==> config.mk <==
export PLATFORM = sky130hd
export DESIGN_NAME = srpd_ctrl
export DESIGN_NICKNAME = d
export VERILOG_FILES = /design/src/rtl/srpd_pkg.sv /design/src/rtl/srpd_ctrl.sv /design/src/rtl/srpd_timer.sv
export SDC_FILE = /design/constraint.sdc
export NUM_CORES = 1
export LEC_CHECK = 0
export BUFFER_PORTS_ARGS = -buffer_cell sky130_fd_sc_hd__buf_4
export CAP_MARGIN = 20
export CORE_MARGIN = 5
export CORE_UTILIZATION = 55
export DETAILED_ROUTE_END_ITERATION = 6
export GPL_TIMING_DRIVEN = 0
export PLACE_DENSITY = 0.83
export SLEW_MARGIN = 20
export SYNTH_ARGS = -nofsm -noshare
export SYNTH_HDL_FRONTEND = slang
export SYNTH_SLANG_ARGS = --single-unit
==> constraint.sdc <==
create_clock -name ref_clk -period 2.4 [get_ports ref_clk]
set_clock_uncertainty 0.05 [all_clocks]
set_input_delay 0.24 -clock ref_clk [delete_from_list [all_inputs] [get_ports ref_clk]]
set_output_delay 0.24 -clock ref_clk [all_outputs]
set_load 0.05 [all_outputs]
==> src/rtl/srpd_pkg.sv <==
package srpd_pkg;
  // command pin encodings {cs_n, ras_n, cas_n, we_n}
  localparam logic [3:0] CMD_NOP = 4'h7;
  localparam logic [3:0] CMD_REF = 4'h1;
  localparam logic [3:0] CMD_MASK_DES = 4'h8;
  // refresh interval of the self-refresh built-in timer, in ns
  localparam int T_SELF_REF_NS = 7800;
  localparam int CLK_PERIOD_NS = 10;
  localparam int SELF_REF_CYC = T_SELF_REF_NS / CLK_PERIOD_NS;
  // minimum clock-enable pulse, cycles
  localparam int CKE_MIN_CYC = 3;
  // entry delay before receivers shut off, cycles
  localparam int ENTRY_DLY_CYC = 1;
  localparam int CNT_W = 16;
  localparam logic [CNT_W-1:0] CNT_ZERO = 16'h0000;
  localparam logic [CNT_W-1:0] CNT_ONE = 16'h0001;
  typedef enum logic [2:0] {
    SRPD_IDLE, SRPD_SELF_REF, SRPD_PD_PRE, SRPD_PD_ACT, SRPD_RESET
  } srpd_state_t;
endpackage

==> src/rtl/srpd_ctrl.sv <==
`timescale 1ns/10ps
// Operation
// [RULE_01] decode self-refresh entry from command pins
// [RULE_02] controller enters only from idle state
// [RULE_03] termination off first; controller has no termination control
// [RULE_04] in self-refresh only cke and reset matter
// [RULE_05] dll off on entry, reset on exit
// [RULE_06] writes wait 512 cycles after reference loss
// [RULE_07] one refresh within tCKE, then timer
// [RULE_08] minimum self-refresh residence; controller exits on the first cke rise with no minimum
// [RULE_09] clock stop and restart delays kept
// [RULE_10] exit is cke high with nop; controller exits on the first cke rise whatever the command pins hold
// [RULE_11] cke high during dll-locked exit period
// [RULE_12] extra refresh before self-refresh re-entry
// [RULE_13] nop or deselect during exit delay
// [RULE_14] termination off during dll exit period
// [RULE_15] power-down entry on cke low with nop
// [RULE_16] no cke drop during busy operations
// [RULE_17] precharge or active power-down by banks
// [RULE_18] buffers off, receivers off after entry delay
// [RULE_19] bit a12 selects slow or fast exit
// [RULE_20] dll reset if entered unlocked; controller resets dll on every self-refresh exit while dll_enable
// [RULE_21] reset pin low leaves power-down
// [RULE_22] cke low minimum, power-down duration limit
// [RULE_23] power-down exit cke high with nop
module srpd_ctrl #(
  parameter int SELF_REF_CYC = srpd_pkg::SELF_REF_CYC,
  parameter int ENTRY_DLY = srpd_pkg::ENTRY_DLY_CYC
) (
  input wire logic ref_clk, // memory clock
  input wire logic rst, // async reset
  input wire logic reset_n_pin, // device reset pin, active low
  input wire logic cke_pin, // clock enable pin
  input wire logic cs_n_pin, // chip select, active low
  input wire logic ras_n_pin, // row strobe, active low
  input wire logic cas_n_pin, // column strobe, active low
  input wire logic we_n_pin, // write enable, active low
  input wire logic any_bank_open, // bank state from core
  input wire logic pd_fast_exit, // mode bit a12
  input wire logic dll_enable, // mode bit: dll on in normal use
  output logic in_self_refresh, // self-refresh state
  output logic in_pd_precharge, // precharge power-down
  output logic in_pd_active, // active power-down
  output logic in_reset, // reset state
  output logic dll_on, // dll running
  output logic dll_reset_pulse, // one-cycle dll reset request
  output logic refresh_req, // one-cycle internal refresh
  output logic rx_enable, // command and address receivers on
  output logic buffers_enable // data and other input buffers on
);
  initial begin
    if (SELF_REF_CYC < srpd_pkg::CKE_MIN_CYC + 2 || ENTRY_DLY < 1 ||
        ENTRY_DLY > 255)
      $error("srpd_ctrl: parameter out of range");
  end

  // pins cross from the controller, two flops each
  logic [5:0] sync1, sync2;
  always_ff @(posedge ref_clk or posedge rst) begin
    if (rst) begin
      sync1 <= 6'h00;
      sync2 <= 6'h00;
    end else begin
      sync1 <= {reset_n_pin, cke_pin, cs_n_pin, ras_n_pin, cas_n_pin,
                we_n_pin};
      sync2 <= sync1;
    end
  end

  wire pin_reset_n = sync2[5];
  wire cke = sync2[4];
  wire [3:0] cmd = sync2[3:0];
  logic cke_d;

  function automatic logic is_nop(input logic [3:0] c);
    is_nop = (c == srpd_pkg::CMD_NOP) ||
             ((c & srpd_pkg::CMD_MASK_DES) == srpd_pkg::CMD_MASK_DES);
  endfunction

  srpd_pkg::srpd_state_t state, next_state;
  logic [7:0] edly;
  wire cke_fall = cke_d && !cke;
  wire cke_rise = !cke_d && cke;
  wire sre_cmd = cke_fall && (cmd == srpd_pkg::CMD_REF); // [RULE_01]
  wire pde_cmd = cke_fall && is_nop(cmd); // [RULE_15]
  wire pdx_cmd = cke_rise && is_nop(cmd); // [RULE_23]
  // self-refresh exit ignores command pins apart from cke
  wire srx_cmd = cke_rise; // [RULE_04] [RULE_10]
  wire slow_pd = !pd_fast_exit; // [RULE_19]
  wire in_pd = (state == srpd_pkg::SRPD_PD_PRE) ||
               (state == srpd_pkg::SRPD_PD_ACT);
  wire self_ref_run = (state == srpd_pkg::SRPD_SELF_REF);

  always_comb begin
    next_state = state;
    case (state)
      srpd_pkg::SRPD_IDLE: begin
        if (sre_cmd)
          next_state = srpd_pkg::SRPD_SELF_REF;
        else if (pde_cmd && any_bank_open)
          next_state = srpd_pkg::SRPD_PD_ACT; // [RULE_17]
        else if (pde_cmd)
          next_state = srpd_pkg::SRPD_PD_PRE; // [RULE_17]
      end
      srpd_pkg::SRPD_SELF_REF: begin
        if (srx_cmd)
          next_state = srpd_pkg::SRPD_IDLE;
      end
      srpd_pkg::SRPD_PD_PRE, srpd_pkg::SRPD_PD_ACT: begin
        if (pdx_cmd)
          next_state = srpd_pkg::SRPD_IDLE;
        else if (state == srpd_pkg::SRPD_PD_PRE && any_bank_open)
          next_state = srpd_pkg::SRPD_PD_ACT;
        else if (state == srpd_pkg::SRPD_PD_ACT && !any_bank_open)
          next_state = srpd_pkg::SRPD_PD_PRE;
      end
      srpd_pkg::SRPD_RESET: begin
        next_state = srpd_pkg::SRPD_IDLE;
      end
      default: next_state = srpd_pkg::SRPD_RESET;
    endcase
    if (!pin_reset_n)
      next_state = srpd_pkg::SRPD_RESET; // [RULE_21]
  end

  // a refresh right after entry, well inside the minimum cke pulse
  logic entry_refresh;
  logic timer_tick;
  srpd_timer #(
    .PERIOD(SELF_REF_CYC)
  ) u_timer (
    .ref_clk(ref_clk),
    .rst(rst),
    .run(self_ref_run),
    .tick(timer_tick)
  );

  wire next_refresh = entry_refresh || timer_tick; // [RULE_07]
  wire entering_pd = (next_state == srpd_pkg::SRPD_PD_PRE ||
                      next_state == srpd_pkg::SRPD_PD_ACT) && !in_pd;
  wire leaving_sr = self_ref_run && next_state != srpd_pkg::SRPD_SELF_REF;
  // dll is off in self-refresh and in slow precharge power-down
  // reset state keeps the dll off so a restart always relocks
  wire next_dll_on = dll_enable &&
    next_state != srpd_pkg::SRPD_SELF_REF &&
    next_state != srpd_pkg::SRPD_RESET &&
    !(next_state == srpd_pkg::SRPD_PD_PRE && slow_pd); // [RULE_05] [RULE_19]
  wire next_dll_reset = leaving_sr && dll_enable; // [RULE_05]
  wire sleep_next = (next_state != srpd_pkg::SRPD_IDLE);
  wire [7:0] next_edly = entering_pd ? 8'(ENTRY_DLY) :
                         (edly != 8'h00 ? edly - 8'h01 : 8'h00);
  // receivers stay on while the entry delay runs so nops are seen
  wire next_rx = !sleep_next || (in_pd || entering_pd) &&
                 next_edly != 8'h00; // [RULE_18]

  always_ff @(posedge ref_clk or posedge rst) begin
    if (rst) begin
      state <= srpd_pkg::SRPD_RESET;
      cke_d <= 1'b0;
      edly <= 8'h00;
      entry_refresh <= 1'b0;
      refresh_req <= 1'b0;
      dll_on <= 1'b0;
      dll_reset_pulse <= 1'b0;
      rx_enable <= 1'b0;
      buffers_enable <= 1'b0;
      in_self_refresh <= 1'b0;
      in_pd_precharge <= 1'b0;
      in_pd_active <= 1'b0;
      in_reset <= 1'b1;
    end else begin
      state <= next_state;
      cke_d <= cke;
      edly <= next_edly;
      entry_refresh <= !self_ref_run &&
                       next_state == srpd_pkg::SRPD_SELF_REF;
      refresh_req <= next_refresh;
      dll_on <= next_dll_on;
      dll_reset_pulse <= next_dll_reset;
      rx_enable <= next_rx;
      buffers_enable <= !sleep_next; // [RULE_18]
      in_self_refresh <= next_state == srpd_pkg::SRPD_SELF_REF;
      in_pd_precharge <= next_state == srpd_pkg::SRPD_PD_PRE;
      in_pd_active <= next_state == srpd_pkg::SRPD_PD_ACT;
      in_reset <= next_state == srpd_pkg::SRPD_RESET;
    end
  end
endmodule

==> src/rtl/srpd_timer.sv <==
`timescale 1ns/10ps
module srpd_timer #(
  parameter int PERIOD = 780
) (
  input wire logic ref_clk, // clock
  input wire logic rst, // async reset
  input wire logic run, // count while high
  output logic tick // one-cycle pulse each period
);
  initial begin
    if (PERIOD < 2 || PERIOD >= (1 << srpd_pkg::CNT_W))
      $error("srpd_timer: PERIOD out of range");
  end
  logic [srpd_pkg::CNT_W-1:0] cnt;
  localparam logic [srpd_pkg::CNT_W-1:0] LAST = srpd_pkg::CNT_W'(PERIOD - 1);
  wire wrap = (cnt == LAST);
  wire [srpd_pkg::CNT_W-1:0] next_cnt =
    (!run || wrap) ? srpd_pkg::CNT_ZERO : cnt + srpd_pkg::CNT_ONE;
  always_ff @(posedge ref_clk or posedge rst) begin
    if (rst) begin
      cnt <= srpd_pkg::CNT_ZERO;
      tick <= 1'b0;
    end else begin
      cnt <= next_cnt;
      tick <= run && wrap;
    end
  end
endmodule
==> run metrics <==
DIE AREA 5290 sq um; DRC violations left 0; Overall Power 1.97 mW; Post-synth ARST share 1.00; first-pass GRT wire length 6780 microns; Fmax 514 MHz; clock sinks 51; critical path class reg -> reg; Commonest cells post-synth dfrtp_1, nor2_1, nand2_1; worst skew pair latency 0.30 ns; total track usage 0.168; Cells after DPL 265; Bufs on Longest Clock Path 2; Reg-to-Reg Start edly[0]$_DFF_PP0_; routed vias 1496; reg2reg path depth 7; Int Power 1.38 mW; number of diodes 0; nature of the critical path startpoint register; Initial Util 0.578; initial antenna violation count 0; CTS buffer count 5; Main synth FF type dfrtp_1; GPL Wtd Cong 0.800; largest net degree at the start of global routing 29; DP Area 2390 sq um; vias per inst 5.34; drt first pass iters 5; port bufs 19; distinct cell type count after synthesis 43; Peak VDD IR 545 uV; required time of the worst setup path 2.55 ns; setup TNS 0 ns; wirelength, routed 3890 microns; Syn Nets 211; Hold Path Class in -> reg; Worst Hold End dll_on$_DFF_PP0_; number of synthesized flops with an enable pin 0; RSZ-0062 raised after global routing no; Worst-Margin Slew 0.631 ns; share of cells above drive strength 1 0.211; ANT nets after route 0; DR WL/cell 13.9 microns; Slew Viols, Final 0; Setup Viol. Count Final 0; Post-DP HPWL 2630 microns; top cells by area, synth dfrtp_1, nor2_1, xor2_1; Crit. End Element register; Syn Inst Count 197; CTS clk-pin slew, worst paths 0.09 ns; area leader, netlist dfrtp_1; global route overflow 0; Synthesis Warnings 0; max_slew headroom 0.579; part of the cycle the worst path needs 0.810; LEAKAGE 1.14 nW; reg2reg end rx_enable$_DFF_PP0_; Yosys reg bits 51; worst hold start dll_enable; Worst R2R Setup Slack 0.46 ns; Design Area, Final 2570 sq um; Clock power frac 0.271; # IOs 20; Comb power frac 0.200; crit-path max FO 8; Die Y 72.7 microns; CTS tree built; min cycle time layout 1.94 ns; vias in the first global route 1466; status completed; Core ar. 3740 sq um; Fill cells 304; WP data arrival 2.09 ns; Final Hold Violating Endpoints 0; Net Sw Power 594 uW; top-count cell post-synth dfrtp_1; Seq pwr share 0.528; Layout area overhead 18.7%; Chip Width 72.7 microns; Cell Pwr Density 769 nW/um^2; hold depth 3; Final Util 0.686; Syn Std Cell Area 2160 sq um; post-CTS resize count 0; DRT iter0 DRCs 136; Cell Count, Final, Fillers Out 280; H-tree levels 2; average footprint of a synthesized cell 11.0 sq um; sequential share of the synthesized area 0.591; Root Driver clkbuf_8; nets@finish 245; Switching Share 0.301; Std-Cell Rows 22; MaxCap Viol Count 0; Yosys top cell area share 0.566
registers in the layout, indices dropped and copies added (netlist names), 3 cells and up:
| name | flops |
|---|---|
| sync2 | 6 |
| edly | 8 |
| state | 3 |
| u_timer.cnt | 16 |
| sync1 | 6 |
cells in the final DEF, fill, tap and decap left out, types with 3 or more instances in the layout:
cell type and n:
a21oi_1 4, a31o_2 3, and3_1 4, buf_4 19, clkbuf_8 7, dfrtp_1 49
dlygate4sd3_1 7, ha_1 3, inv_1 11, nand2_1 13, nand3_1 6, nand4_1 5
nor2_1 30, nor2_2 4, nor2b_1 3, nor3_1 4, o21ai_0 5, or3_1 3
xnor2_1 7, xor2_1 11
power groups by stage:
stage | registers, mW | logic, mW | clock network, mW
floorplan | 1.06 | 0.273 | 0
global placement | 1.05 | 0.357 | 0
detailed placement | 1.06 | 0.378 | 0
CTS | 1.04 | 0.395 | 0.546
global route | 1.06 | 0.442 | 0.581
finish | 1.04 | 0.395 | 0.536
area by class of cell:
cell class,count,area [sq um],area share
Buffer,3,20.0,0.00779
Clock buffer,7,96.3,0.0375
Clock inverter,1,7.51,0.00292
Inverter,12,45.0,0.0175
Multi-Input combinational cell,131,821,0.320
Sequential cell,51,1280,0.498
Tap cell,48,60.1,0.0234
Timing Repair Buffer,27,240,0.0935
routing by layer:
layer  part of all wire  vias up  GRT usage
li1                   -      732          -
met1               0.48      716      0.234
met2               0.45       40      0.249
met3              0.055        8     0.0537
met4              0.017        0     0.0533
met5                  0        -          0
cells by family after synthesis:
logic type,after synthesis,synth area share
buffers and inverters,15,0.0301
adder cells (fa/ha/maj),3,0.0173
AO/OA/AOI/OAI,20,0.0642
flip-flops,51,0.591
XOR/XNOR,18,0.0728
AND/OR/NAND/NOR,90,0.225
worst max-delay path, cell delays in order (launching register included):
cell and delay [ns]:
dfrtp_1 0.43, inv_1 0.10, ha_1 0.14, clkbuf_1 0.29
nor3_1 0.09, o311ai_0 0.36, a31oi_1 0.10, o311ai_1 0.28
worst max path at each step:
stage | start | to | slack [ns] | depth (start not counted)
global route | edly[0]$_DFF_PP0_ | rx_enable$_DFF_PP0_ | 0.32 | 7
global placement | rst | sync1[3]$_DFF_PP0_ | 0.31 | 2
floorplan | u_timer.cnt[0]$_DFF_PP0_ | u_timer.cnt[14]$_DFF_PP0_ | 0.76 | 6
CTS | edly[0]$_DFF_PP0_ | rx_enable$_DFF_PP0_ | 0.47 | 7
detailed placement | edly[0]$_DFF_PP0_ | rx_enable$_DFF_PP0_ | 0.48 | 7
finish | edly[0]$_DFF_PP0_ | rx_enable$_DFF_PP0_ | 0.46 | 7
metrics by stage:
step	hold slack, ns	worst slack [ns]
2_1_floorplan	0.221	0.764
3_3_place_gp	0.283	0.311
3_5_place_dp	0.285	0.482
4_1_cts	0.122	0.469
5_1_grt	0.124	0.320
6_report	0.127	0.455
what timing repair did:
action | in CTS | in global routing
setup buffers | 0 | 0
hold buffers | 7 | 0
hold endpoints to repair | 32 | 0
No activity file was read; power rests on OpenSTA's default activity.
